<file path="config.mk">
export PLATFORM = sky130hd
export DESIGN_NAME = res_dev_flat
export DESIGN_NICKNAME = d
export VERILOG_FILES = /design/src/res_pkg.sv /design/src/res_link_if.sv /design/src/res_dev.sv /design/src/flat_wrapper.sv
export SDC_FILE = /design/constraint.sdc
export NUM_CORES = 2
export LEC_CHECK = 0
export BUFFER_PORTS_ARGS = -buffer_cell sky130_fd_sc_hd__buf_2
export CAP_MARGIN = 40
export CORE_MARGIN = 1.5
export CORE_UTILIZATION = 55
export DETAILED_ROUTE_END_ITERATION = 12
export MAX_ROUTING_LAYER = met4
export PLACE_DENSITY_LB_ADDON = 0.2
export SKIP_CTS_REPAIR_TIMING = 1
export SYNTH_ARGS = -nofsm -noshare
export SYNTH_HDL_FRONTEND = slang
export SYNTH_SLANG_ARGS = --single-unit
</file>
<file path="constraint.sdc">
create_clock -name core_clk_in -period 56.2 [get_ports core_clk_in]
set_clock_uncertainty 0.1 [all_clocks]
set_input_delay 14.05 -clock core_clk_in [delete_from_list [all_inputs] [get_ports core_clk_in]]
set_output_delay 14.05 -clock core_clk_in [all_outputs]
set_load 0.01 [all_outputs]
</file>
<file path="src/res_pkg.sv">
// Constants for the resource handler link and its controller
//**************************************************
// Contract
//**************************************************
package res_pkg;
  //**************************************************
  // Link fields
  //**************************************************
  localparam logic [9:0] RID_DIR = 10'h134;
  localparam logic [9:0] RID_SIO = 10'h200;
  localparam int ADDR_H_READ_BIT = 6;
  localparam int OFF_H_DEF_BIT = 7;
  localparam logic [7:0] CTRL_START = 8'h01;
  localparam logic [7:0] ERR_DIRECTION = 8'h41;
  localparam logic [7:0] ERR_NO_RESOURCE = 8'h40;
  localparam logic [7:0] ERR_NO_ACCESS = 8'h42;
  localparam logic [7:0] ERR_BAD_VALUE = 8'h43;
  //**************************************************
  // Defining values
  //**************************************************
  localparam logic [63:0] DIR_NAME = 64'h0000_0000_0044_4952;
  localparam logic [15:0] DIR_SIZE = 16'h0008;
  localparam logic [15:0] DIR_RD_LVL = 16'h0000;
  localparam logic [15:0] DIR_WR_LVL = 16'h000F;
  localparam logic [15:0] DIR_OVERRUN = 16'h0082;
  localparam logic [15:0] DIR_TYPE = 16'h0018;
  // Name value is arbitrary
  localparam logic [63:0] SIO_NAME = 64'h4F49_454C_504D_4953;
  localparam logic [15:0] SIO_SIZE = 16'h0004;
  localparam logic [15:0] SIO_RD_LVL = 16'h0000;
  localparam logic [15:0] SIO_WR_LVL = 16'h0000;
  localparam logic [15:0] SIO_OVERRUN = 16'h0046;
  localparam logic [15:0] SIO_TYPE = 16'h0014;
  //**************************************************
  // File store and I/O
  //**************************************************
  localparam int FILE_SLOTS = 16;
  localparam logic [3:0] LVL_NONE = 4'hF;
  localparam logic [15:0] STORE_BYTES = 16'h2000;
  localparam logic [15:0] FILE_HDR_BYTES = 16'h0010;
  localparam logic [7:0] IO_LEVEL_0 = 8'h00;
  localparam logic [7:0] IO_LEVEL_1 = 8'h01;
  localparam logic [127:0] IO_IS_INPUT = 128'h0000_0000_0000_0000_0000_0000_0000_00F0;
  localparam logic [127:0] IO_IS_OUTPUT = 128'h0000_0000_0000_0000_0000_0000_0000_000F;
  //**************************************************
  // Controller registers, word index
  //**************************************************
  localparam logic [3:0] REG_ADDR = 4'h0;
  localparam logic [3:0] REG_OFFSET = 4'h1;
  localparam logic [3:0] REG_BUF_LO = 4'h2;
  localparam logic [3:0] REG_BUF_HI = 4'h3;
  localparam logic [3:0] REG_CTRL = 4'h4;
  localparam logic [3:0] REG_STATUS = 4'h5;
  localparam logic [3:0] REG_RES_LO = 4'h6;
  localparam logic [3:0] REG_RES_HI = 4'h7;
  localparam logic [3:0] REG_IRQ_STS = 4'h8;
  localparam logic [3:0] REG_IRQ_MSK = 4'h9;
  localparam int IRQ_DONE_BIT = 0;
  localparam int IRQ_ERR_BIT = 1;
  typedef enum logic [2:0] {
    H_IDLE = 3'h1,
    H_LAUNCH = 3'h2,
    H_WAIT = 3'h4
  } host_state_t;
endpackage

</file>
<file path="src/res_link_if.sv">
// Link between the drive-side master and the resource handler
`timescale 1ns/1ps
interface res_link_if;
  logic req;
  logic [63:0] wr_buf;
  logic [7:0] addr_high;
  logic [7:0] addr_low;
  logic [7:0] off_high;
  logic [7:0] off_low;
  logic [7:0] ctrl;
  logic done;
  logic err;
  logic [7:0] err_code;
  logic [63:0] rd_buf;
  modport dev (
    input req, wr_buf, addr_high, addr_low, off_high, off_low, ctrl,
    output done, err, err_code, rd_buf
  );
  modport host (
    output req, wr_buf, addr_high, addr_low, off_high, off_low, ctrl,
    input done, err, err_code, rd_buf
  );
endinterface

</file>
<file path="src/res_dev.sv">
// Resource handler: user-file directory and simple I/O access
//
// The register addresses and the Avalon-MM register port were decided locally.
`timescale 1ns/1ps
module res_dev (
  input wire logic core_clk_in,
  input wire logic rst_b_in,
  res_link_if.dev link,
  input wire logic [3:0] access_level_in,
  input wire logic file_wr_in,
  input wire logic [3:0] file_slot_in,
  input wire logic file_valid_in,
  input wire logic [63:0] file_name_in,
  input wire logic [3:0] file_rd_lvl_in,
  input wire logic [3:0] file_wr_lvl_in,
  input wire logic [15:0] file_size_in,
  input wire logic [127:0] io_pin_in,
  output logic [127:0] io_pin_out
);
  //**************************************************
  // Helpers
  //**************************************************
  function automatic logic lvl_ok(input logic [3:0] need, input logic [3:0] lvl);
    lvl_ok = (need != res_pkg::LVL_NONE) && (need <= lvl);
  endfunction

  function automatic logic [63:0] def_resp(input logic [7:0] idx, input logic [63:0] name,
      input logic [15:0] sz, input logic [15:0] rl, input logic [15:0] wl,
      input logic [15:0] ovr, input logic [15:0] typ);
    def_resp = 64'h0;
    case (idx)
      8'h00: def_resp = name;
      8'h01: def_resp = {48'h0, sz};
      8'h02: def_resp = {48'h0, rl};
      8'h03: def_resp = {48'h0, wl};
      8'h04: def_resp = {48'h0, ovr};
      8'h05: def_resp = {48'h0, typ};
      default: def_resp = 64'h0;
    endcase
  endfunction

  //**************************************************
  // File table
  //**************************************************
  logic [res_pkg::FILE_SLOTS-1:0] f_valid_r;
  logic [63:0] f_name_r [res_pkg::FILE_SLOTS];
  logic [3:0] f_rl_r [res_pkg::FILE_SLOTS];
  logic [3:0] f_wl_r [res_pkg::FILE_SLOTS];
  logic [15:0] f_size_r [res_pkg::FILE_SLOTS];

  always_ff @(posedge core_clk_in or negedge rst_b_in) begin
    if (!rst_b_in) begin
      f_valid_r <= '0;
    end else if (file_wr_in) begin
      f_valid_r[file_slot_in] <= file_valid_in;
    end
  end

  // Contents need no reset; only valid entries are ever looked at
  always_ff @(posedge core_clk_in) begin
    if (file_wr_in) begin
      f_name_r[file_slot_in] <= file_name_in;
      f_rl_r[file_slot_in] <= file_rd_lvl_in;
      f_wl_r[file_slot_in] <= file_wr_lvl_in;
      f_size_r[file_slot_in] <= file_size_in;
    end
  end

  //**************************************************
  // Directory scan
  //**************************************************
  logic [7:0] vis_cnt;
  logic [15:0] filled;
  logic [15:0] empty;
  logic [63:0] sel_name;

  always_comb begin
    vis_cnt = 8'h00;
    filled = 16'h0000;
    sel_name = 64'h0;
    for (int i = 0; i < res_pkg::FILE_SLOTS; i++) begin
      if (f_valid_r[i]) begin
        filled = 16'(filled + f_size_r[i] + res_pkg::FILE_HDR_BYTES);
        if (lvl_ok(f_rl_r[i], access_level_in) || lvl_ok(f_wl_r[i], access_level_in)) begin
          vis_cnt = 8'(vis_cnt + 8'h01);
          if (vis_cnt == link.off_low) begin
            sel_name = f_name_r[i];
          end
        end
      end
    end
    // Saturates rather than wrapping if the table overfills the store
    empty = (filled > res_pkg::STORE_BYTES) ? 16'h0000 : 16'(res_pkg::STORE_BYTES - filled);
  end

  //**************************************************
  // Input synchroniser
  //**************************************************
  logic [127:0] sync1_r;
  logic [127:0] sync2_r;
  logic [127:0] sync3_r;
  logic [127:0] io_val_r;

  always_ff @(posedge core_clk_in or negedge rst_b_in) begin
    if (!rst_b_in) begin
      sync1_r <= '0;
      sync2_r <= '0;
      sync3_r <= '0;
      io_val_r <= '0;
    end else begin
      sync1_r <= io_pin_in;
      sync2_r <= sync1_r;
      sync3_r <= sync2_r;
      io_val_r <= (sync2_r & sync3_r) | (io_val_r & (sync2_r ^ sync3_r));
    end
  end

  //**************************************************
  // Transaction decode
  //**************************************************
  logic [9:0] resource_identifier;
  logic is_rd;
  logic [6:0] io_num;
  logic [7:0] io_lvl;
  logic [63:0] resp;
  logic resp_err;
  logic [7:0] resp_code;
  logic io_wr;

  assign resource_identifier = {link.addr_high[1:0], link.addr_low};
  assign is_rd = link.addr_high[res_pkg::ADDR_H_READ_BIT];
  assign io_num = link.off_low[6:0];
  assign io_lvl = link.wr_buf[31:24];

  always_comb begin
    resp = 64'h0;
    resp_err = 1'b0;
    resp_code = 8'h00;
    io_wr = 1'b0;
    if (link.off_high[res_pkg::OFF_H_DEF_BIT]) begin
      if (!is_rd) begin
        resp_err = 1'b1;
        resp_code = res_pkg::ERR_NO_ACCESS;
      end else if (resource_identifier == res_pkg::RID_DIR) begin
        resp = def_resp(link.off_low, res_pkg::DIR_NAME, res_pkg::DIR_SIZE, res_pkg::DIR_RD_LVL,
          res_pkg::DIR_WR_LVL, res_pkg::DIR_OVERRUN, res_pkg::DIR_TYPE);
      end else if (resource_identifier == res_pkg::RID_SIO) begin
        resp = def_resp(link.off_low, res_pkg::SIO_NAME, res_pkg::SIO_SIZE, res_pkg::SIO_RD_LVL,
          res_pkg::SIO_WR_LVL, res_pkg::SIO_OVERRUN, res_pkg::SIO_TYPE);
      end else begin
        resp_err = 1'b1;
        resp_code = res_pkg::ERR_NO_RESOURCE;
      end
    end else if (resource_identifier == res_pkg::RID_DIR) begin
      if (!is_rd) begin
        resp_err = 1'b1;
        resp_code = res_pkg::ERR_NO_ACCESS;
      end else if (link.off_low == 8'h00) begin
        resp = {16'h0000, filled, empty, 8'h00, vis_cnt};
      end else begin
        resp = sel_name;
      end
    end else if (resource_identifier == res_pkg::RID_SIO) begin
      if (link.off_low[7]) begin
        resp_err = 1'b1;
        resp_code = res_pkg::ERR_DIRECTION;
      end else if (is_rd) begin
        if (!res_pkg::IO_IS_INPUT[io_num]) begin
          resp_err = 1'b1;
          resp_code = res_pkg::ERR_DIRECTION;
        end else begin
          resp = {32'h0, 7'h00, io_val_r[io_num], 24'h000000};
        end
      end else if (!res_pkg::IO_IS_OUTPUT[io_num]) begin
        resp_err = 1'b1;
        resp_code = res_pkg::ERR_DIRECTION;
      end else if (io_lvl != res_pkg::IO_LEVEL_0 && io_lvl != res_pkg::IO_LEVEL_1) begin
        resp_err = 1'b1;
        resp_code = res_pkg::ERR_BAD_VALUE;
      end else begin
        io_wr = 1'b1;
      end
    end else begin
      resp_err = 1'b1;
      resp_code = res_pkg::ERR_NO_RESOURCE;
    end
  end

  //**************************************************
  // Completion
  //**************************************************
  logic pend_r;
  logic done_r;
  logic err_r;
  logic [7:0] code_r;
  logic [63:0] rd_buf_r;
  logic [127:0] io_out_r;

  // The request fields are read one cycle after the strobe; the master holds them until done
  always_ff @(posedge core_clk_in or negedge rst_b_in) begin
    if (!rst_b_in) begin
      pend_r <= 1'b0;
      done_r <= 1'b0;
      err_r <= 1'b0;
      code_r <= 8'h00;
      rd_buf_r <= 64'h0;
    end else if (link.req) begin
      pend_r <= 1'b1;
      done_r <= 1'b0;
    end else if (pend_r) begin
      pend_r <= 1'b0;
      done_r <= 1'b1;
      if (link.ctrl == res_pkg::CTRL_START) begin
        err_r <= resp_err;
        code_r <= resp_code;
        rd_buf_r <= resp;
      end
    end
  end

  always_ff @(posedge core_clk_in or negedge rst_b_in) begin
    if (!rst_b_in) begin
      io_out_r <= '0;
    end else if (!link.req && pend_r && link.ctrl == res_pkg::CTRL_START && io_wr) begin
      io_out_r[io_num] <= io_lvl[0];
    end
  end

  assign link.done = done_r;
  assign link.err = err_r;
  assign link.err_code = code_r;
  assign link.rd_buf = rd_buf_r;
  assign io_pin_out = io_out_r;
endmodule

</file>
<file path="src/flat_wrapper.sv">
// flat-port wrapper written by rule: the top's interface ports become plain ports
module res_dev_flat 
  (core_clk_in, rst_b_in, access_level_in, file_wr_in, file_slot_in, file_valid_in, file_name_in, file_rd_lvl_in, file_wr_lvl_in, file_size_in, io_pin_in, io_pin_out, link_req, link_wr_buf, link_addr_high, link_addr_low, link_off_high, link_off_low, link_ctrl, link_done, link_err, link_err_code, link_rd_buf);
  res_link_if link_i ();
  input wire logic core_clk_in;
  input wire logic rst_b_in;
  input wire logic [3:0] access_level_in;
  input wire logic file_wr_in;
  input wire logic [3:0] file_slot_in;
  input wire logic file_valid_in;
  input wire logic [63:0] file_name_in;
  input wire logic [3:0] file_rd_lvl_in;
  input wire logic [3:0] file_wr_lvl_in;
  input wire logic [15:0] file_size_in;
  input wire logic [127:0] io_pin_in;
  output logic [127:0] io_pin_out;
  input wire logic [$bits(link_i.req)-1:0] link_req;
  input wire logic [$bits(link_i.wr_buf)-1:0] link_wr_buf;
  input wire logic [$bits(link_i.addr_high)-1:0] link_addr_high;
  input wire logic [$bits(link_i.addr_low)-1:0] link_addr_low;
  input wire logic [$bits(link_i.off_high)-1:0] link_off_high;
  input wire logic [$bits(link_i.off_low)-1:0] link_off_low;
  input wire logic [$bits(link_i.ctrl)-1:0] link_ctrl;
  output wire logic [$bits(link_i.done)-1:0] link_done;
  output wire logic [$bits(link_i.err)-1:0] link_err;
  output wire logic [$bits(link_i.err_code)-1:0] link_err_code;
  output wire logic [$bits(link_i.rd_buf)-1:0] link_rd_buf;
  assign link_i.req = link_req;
  assign link_i.wr_buf = link_wr_buf;
  assign link_i.addr_high = link_addr_high;
  assign link_i.addr_low = link_addr_low;
  assign link_i.off_high = link_off_high;
  assign link_i.off_low = link_off_low;
  assign link_i.ctrl = link_ctrl;
  assign link_done = link_i.done;
  assign link_err = link_i.err;
  assign link_err_code = link_i.err_code;
  assign link_rd_buf = link_i.rd_buf;
  res_dev u_core (.core_clk_in(core_clk_in), .rst_b_in(rst_b_in), .link(link_i), .access_level_in(access_level_in), .file_wr_in(file_wr_in), .file_slot_in(file_slot_in), .file_valid_in(file_valid_in), .file_name_in(file_name_in), .file_rd_lvl_in(file_rd_lvl_in), .file_wr_lvl_in(file_wr_lvl_in), .file_size_in(file_size_in), .io_pin_in(io_pin_in), .io_pin_out(io_pin_out));
endmodule
</file>
-- Word-level counts from Yosys, hierarchy flattened
Memories as Yosys holds them, arrays and structs flattened.
Cells that the tools add are included.
W data, S select, Z words.
- register bits after elaboration: 731
- RAM bits: 1408
- memories: 6
- ROM bits: 256
- memories (name ; depth ; width ; rd ports ; clocked after Yosys merged registers in ; write ports ; line ; text):
    u_core.f_name_r ; 16 ; 64 ; 16 ; 0 ; 1 ; res_dev.sv:46 ; logic [63:0] f_name_r [res_pkg::FILE_SLOTS];
    u_core.f_size_r ; 16 ; 16 ; 16 ; 0 ; 1 ; res_dev.sv:49 ; logic [15:0] f_size_r [res_pkg::FILE_SLOTS];
    (no name shown) ; 128 ; 1 ; 1 ; 0 ; 0 ; res_dev.sv:168 ; if (!res_pkg::IO_IS_INPUT[io_num]) begin
    (no name shown) ; 128 ; 1 ; 1 ; 0 ; 0 ; res_dev.sv:174 ; end else if (!res_pkg::IO_IS_OUTPUT[io_num]) begin
    u_core.f_rl_r ; 16 ; 4 ; 16 ; 0 ; 1 ; res_dev.sv:47 ; logic [3:0] f_rl_r [res_pkg::FILE_SLOTS];
    u_core.f_wl_r ; 16 ; 4 ; 16 ; 0 ; 1 ; res_dev.sv:48 ; logic [3:0] f_wl_r [res_pkg::FILE_SLOTS];
- reductions and logical operators: 59
- $lt $le $gt $ge: 37
- bitwise operators: 5
- $add $sub $neg: 47
- multiplexer cells: 156
- equality and inequality tests: 56
- operator list (cell ; number):
    $mux W64 ; 58
    $mux W8 ; 39
    $mux W16 ; 17
    $add A16 B5 Y16 const B ; 16
    $and A128 B128 Y128 ; 2
    $pmux W63 S4 ; 1
    $add A16 B16 Y16 ; 15
    $bwmux W128 ; 1
    $le A4 B4 Y1 ; 32
    $ne A4 B4 Y1 const B ; 32
    $or A128 B128 Y128 ; 1
    $xor A128 B128 Y128 ; 1
    $add A8 B1 Y8 const B ; 15
    $eq A8 B8 Y1 ; 15
    $pmux W23 S5 ; 1
    $logic_and A1 B1 Y1 ; 38
    $mux W1 ; 30
    $mux W7 ; 4
    $mux W25 ; 1
    $bwmux W16 ; 1
    $eq A8 B1 Y1 const B ; 2
    $eq A8 B3 Y1 const B ; 2
    $gt A16 B14 Y1 const B ; 1
    $logic_or A1 B1 Y1 ; 16
    19 further kinds ; 19

-- Longest topological paths before layout
An unclocked memory read counts as a cell.
- depth after elaboration: 57
- mapped depth: 118
- mapped depth without buffers: 116

-- Worst setup path before layout
Ideal clock, no wire load.
- path type: input -> register
- start: input access_level_in[3]
- end: register u_core.rd_buf_r[38], in the netlist u_core.link.rd_buf[38]
- library setup time: 0.104 ns
- data arrival time: 26.252 ns
- required time: 55.996 ns
- path buffers: 3
- stages on the path: 62
- slack: 29.744 ns
- cells stage by stage: inv_1 ha_1 and2_1 a32oi_1 o22ai_1 and2_1 ha_1 nand2_1 o221ai_4 ha_1 nand3_1 o22a_1 nand2_1 ha_1 inv_1 a21oi_1 ha_1 nand2_1 [... 26 more ...] mux2_2 ha_1 mux2_2 ha_1 and2_1 xnor2_1 inv_1 and3_1 buf_1 xnor2_1 nor3_1 a31oi_1 nor4_4 nand3_1 buf_4 buf_6 mux2i_1 a221oi_1
- word-level cells in the longest chain between the ends: 56
- RTL lines (item ; line ; text):
    from (decl) ; flat_wrapper.sv:7 ; input wire logic [3:0] access_level_in;
    $le A4 B4 Y1 ; res_dev.sv:24 ; lvl_ok = (need != res_pkg::LVL_NONE) && (need <= lvl);
    $logic_and A1 B1 Y1 ; res_dev.sv:24 ;
    $logic_or A1 B1 Y1 ; res_dev.sv:84 ; if (lvl_ok(f_rl_r[i], access_level_in) || lvl_ok(f_wl_r[i], access_level_in)) begin
    $mux W1 ; res_dev.sv:84 ;
    $mux W8 ; res_dev.sv:82 ; if (f_valid_r[i]) begin
    $add A8 B1 Y8 ; res_dev.sv:85 ; vis_cnt = 8'(vis_cnt + 8'h01);
    $mux W8 or $eq A8 B8 Y1 (tied branches) ; res_dev.sv:84, res_dev.sv:86 ;
    $mux W8 or $mux W64 (tied branches) ; res_dev.sv:82, res_dev.sv:86 ;
    [... 40 more ...] ; -- ;
    $eq A8 B8 Y1 or $mux W64 (tied branches) ; res_dev.sv:86, res_dev.sv:82 ;
    $mux W64 ; res_dev.sv:86 ; if (vis_cnt == link.off_low) begin
    $mux W64 ; res_dev.sv:84 ;
    $mux W64 * ; res_dev.sv:82 ;
    $mux W64 * ; res_dev.sv:158 ; end else if (link.off_low == 8'h00) begin
    $mux W64 * ; res_dev.sv:155 ; if (!is_rd) begin
    $mux W64 * ; res_dev.sv:154 ; end else if (resource_identifier == res_pkg::RID_DIR) begin
    $mux W64 * ; res_dev.sv:140 ; if (link.off_high[res_pkg::OFF_H_DEF_BIT]) begin
    to (signal assigned) ; res_dev.sv:216 ; rd_buf_r <= resp;
    to (decl) ; res_dev.sv:196 ; logic [63:0] rd_buf_r;
Mark *: on every way between the ends. The rest lies on a longest branch, timed or not.
A chain may end at the register's enable or synchronous reset.

-- Final worst setup path
- start: input access_level_in[3]
- end: register u_core.rd_buf_r[50], in the netlist u_core.link.rd_buf[50]
The elaborated chain is that of the path after synthesis.

==> results.sh <==
export IMPL_status="finished clean"
export IMPL_fillers=12230
export IMPL_ys_ff_latch=1878
export IMPL_post_route_util_pct=62.34
export IMPL_synth_top_cell_by_area="edfxtp_1"
export IMPL_netlist_instances=7099
export IMPL_start_util_pct=55.40
export IMPL_period_share_pct=51.52
export IMPL_max_stage_delay_ps=830
export IMPL_core_area_mm2=0.1628
export IMPL_rr_startpoint="u_core.f_valid_r[0]$_DFFE_PN0P_"
export IMPL_gp_congestion=0.9032
export IMPL_cp_required_ps=56830
export IMPL_wire_per_inst_um=24.18
export IMPL_synth_common_cells="edfxtp_1 (1,408), nor2_1 (688), ha_1 (644), dfrtp_1 (470), nand2_1 (452)"
export IMPL_synth_edff_count=1408
export IMPL_syn_area_per_cell_um2=12.70
export IMPL_cp_endpoint="u_core.link.rd_buf[50]$_DFFE_PN0P_"
export IMPL_holdWs_ps=235.3
export IMPL_grt_pass1_wl_um=357100
export IMPL_routed_wl_um=236500
export IMPL_antenna_found_initial=29
export IMPL_hp_start="u_core.sync1_r[47]$_DFF_PN0_"
export IMPL_worst_r2r_endpoint="u_core.link.rd_buf[24]$_DFFE_PN0P_"
export IMPL_dr_pass1_iters=6
export IMPL_worstHoldPathType="register to register"
export IMPL_ios=535
export IMPL_port_buffers=397
export IMPL_yosysSeqAreaShare_pct=59.93
export IMPL_cts_sinks=1878
export IMPL_vias_per_cell=6.071
export IMPL_dp_hpwl_um=151800
export IMPL_crit_path_top_delay_cell="nand3_4"
export IMPL_ant_nets=0
export IMPL_grt_max_degree=129
export IMPL_fp_row_count=148
export IMPL_yosys_top_cells_area="edfxtp_1 (47%), dfrtp_1 (13%), ha_1 (8.9%), nor2_1 (2.9%), xnor2_1 (2.4%)"
export IMPL_die_h_um=407.9
export IMPL_grt_util_all_layers_pct=29.18
export IMPL_path_common_cell="ha_1"
export IMPL_h_tree_depth=4
export IMPL_setup_violations=0
export IMPL_final_nets=8405
export IMPL_worstPathMaxFanout=32
export IMPL_grt_overflow_total=0
export IMPL_ff2ff_path_depth=109
export IMPL_cts_root_buffer="clkbuf_16"
export IMPL_grt_setup_unrepaired="no"
export IMPL_drive_above_1_share_pct=13.49
export IMPL_ys_warn_count=0
export IMPL_worstMarginPinSlew_ps=984.2
export IMPL_max_slew_margin_pct=34.39
export IMPL_tritoncts="done"
export IMPL_cts_buffer_depth=3
export IMPL_crit_start="access_level_in[3]"
export IMPL_max_cap_violations=0
export IMPL_critPathArrivalTime_ps=29580
export IMPL_synth_flop_cell="edfxtp_1"
export IMPL_die_w_um=407.9
export IMPL_startpoint_type="input pin"
export IMPL_clk_pin_slew_ps=70
export IMPL_fin_crit_ps=28950
export IMPL_drc=0
export IMPL_synth_top_area_share_pct=46.89
export IMPL_async_flop_share_pct=25.03
export IMPL_criticalPathCategory="input pin to register"
export IMPL_cts_buffers=193
export IMPL_syn_to_final_growth_pct=12.54
export IMPL_clk_latency_ps=860
export IMPL_yosysMostFrequentCell="edfxtp_1"
export IMPL_reg2reg_slack_ps=32210
export IMPL_grt_pass1_vias=59240
export IMPL_finalHoldViolCount=0
export IMPL_crit_path_end_kind="register"
export IMPL_synthesis_area_mm2=0.09017
export IMPL_synth_cell_types=111
export IMPL_vias=59370
export IMPL_dieArea_mm2=0.1664
export IMPL_maxSlewViolCount=0
export IMPL_max_freq_ghz=0.03454
export IMPL_drt_iter0_markers=5699
export IMPL_fin_tns_setup_ps=0
[worst max-delay path: cells and delay by family]
family | cells | cell delay, ps
AO/OA/AOI/OAI | 15 | 3310
AND/OR/NAND/NOR | 19 | 4040
multiplexers | 2 | 690
XOR/XNOR | 5 | 1370
adder cells (fa/ha/maj) | 13 | 4450
buffers and inverters | 7 | 1600
[sequential cells by signal, indices dropped and copies added (netlist names)]
name and flops:
u_core.link.rd_buf 64, u_core.io_val_r 64, u_core.sync3_r 64, u_core.io_pin_out 128, u_core.f_wl_r 64, u_core.f_valid_r 16, u_core.sync1_r 64, u_core.f_name_r 1024
u_core.f_rl_r 64, u_core.f_size_r 256, u_core.pend_r 1, u_core.link.done 1, u_core.link.err 1, u_core.sync2_r 64, u_core.link.err_code 3
[worst min-delay path by stage]
stage                                          to  slack, ps  cells past startpoint
CTS                  u_core.sync2_r[47]$_DFF_PN0_        230                      0
floorplan             u_core.sync2_r[0]$_DFF_PN0_        230                      0
finish               u_core.sync2_r[47]$_DFF_PN0_        240                      0
global route          u_core.sync2_r[1]$_DFF_PN0_        250                      0
detailed placement  u_core.sync2_r[108]$_DFF_PN0_        230                      0
global placement     u_core.sync2_r[74]$_DFF_PN0_        230                      0
[layout make-up]
type                    instances  area, um2  share of cell area, %
repair buffers                525       3412                  3.362
well taps                    2175       2721                  2.682
clock inverters               102       1155                  1.138
multi-input cells            4506      33600                  33.11
clock buffers                 264       5338                  5.260
flip-flops and latches       1878      54040                  53.25
inverters                     309       1160                  1.143
diodes                         21      52.55                0.05178
[routing by layer]
metal	vias up	GRT usage [%]	routed length [um]
met4	0	9.727	7101
met1	29390	37.95	95900
met5	-	-	0
li1	26980	-	-
met3	428	6.608	23240
met2	2569	45.46	110300
[per-stage QoR]
| step | cell area, um2 | setup slack, ps | cells |
|---|---|---|---|
| after detailed placement | 94930 | 26750 | 9392 |
| after CTS | 101400 | 27520 | 9758 |
| after floorplan | 90180 | 29740 | 7103 |
| final | 101500 | 27250 | 9780 |
| after global placement | 94330 | 26880 | 9367 |
| after global routing | 101500 | 26310 | 9777 |
[layout by cell type, fill, tap and decap left out, drive strengths merged, types with 41 or more instances in the layout]
cell,instances
o21ai,258
dfrtp,470
o211ai,43
a211oi,136
a31oi,69
a211o,90
clkinv,83
nor2,690
mux2i,185
nor3,55
nand2b,61
and3,41
nand3,87
o21bai,55
xnor2,259
a21oi,330
a221oi,76
nand2,452
a21o,115
clkbuf,264
edfxtp,1408
a311oi,43
buf,525
inv,306
o31ai,68
ha,644
mux2,87
o21a,46
xor2,76
nor2b,63
a21boi,47
[cell families after synthesis]
| logic type | Yosys count | share of synthesized area, % |
|---|---|---|
| buffers and inverters | 719 | 3.094 |
| and+or+nand+nor | 1633 | 8.212 |
| adders and majority gates | 659 | 9.269 |
| xor gates and xnor gates | 348 | 3.792 |
| DFF | 1878 | 59.93 |
| AOI/OAI and AO/OA | 1568 | 12.01 |
| muxes | 293 | 3.687 |
| other | 1 | 0.004159 |
Power is left out: the tool's default activity adds up to more than one toggle a clock period on the data nets, which glitch-free logic cannot reach.
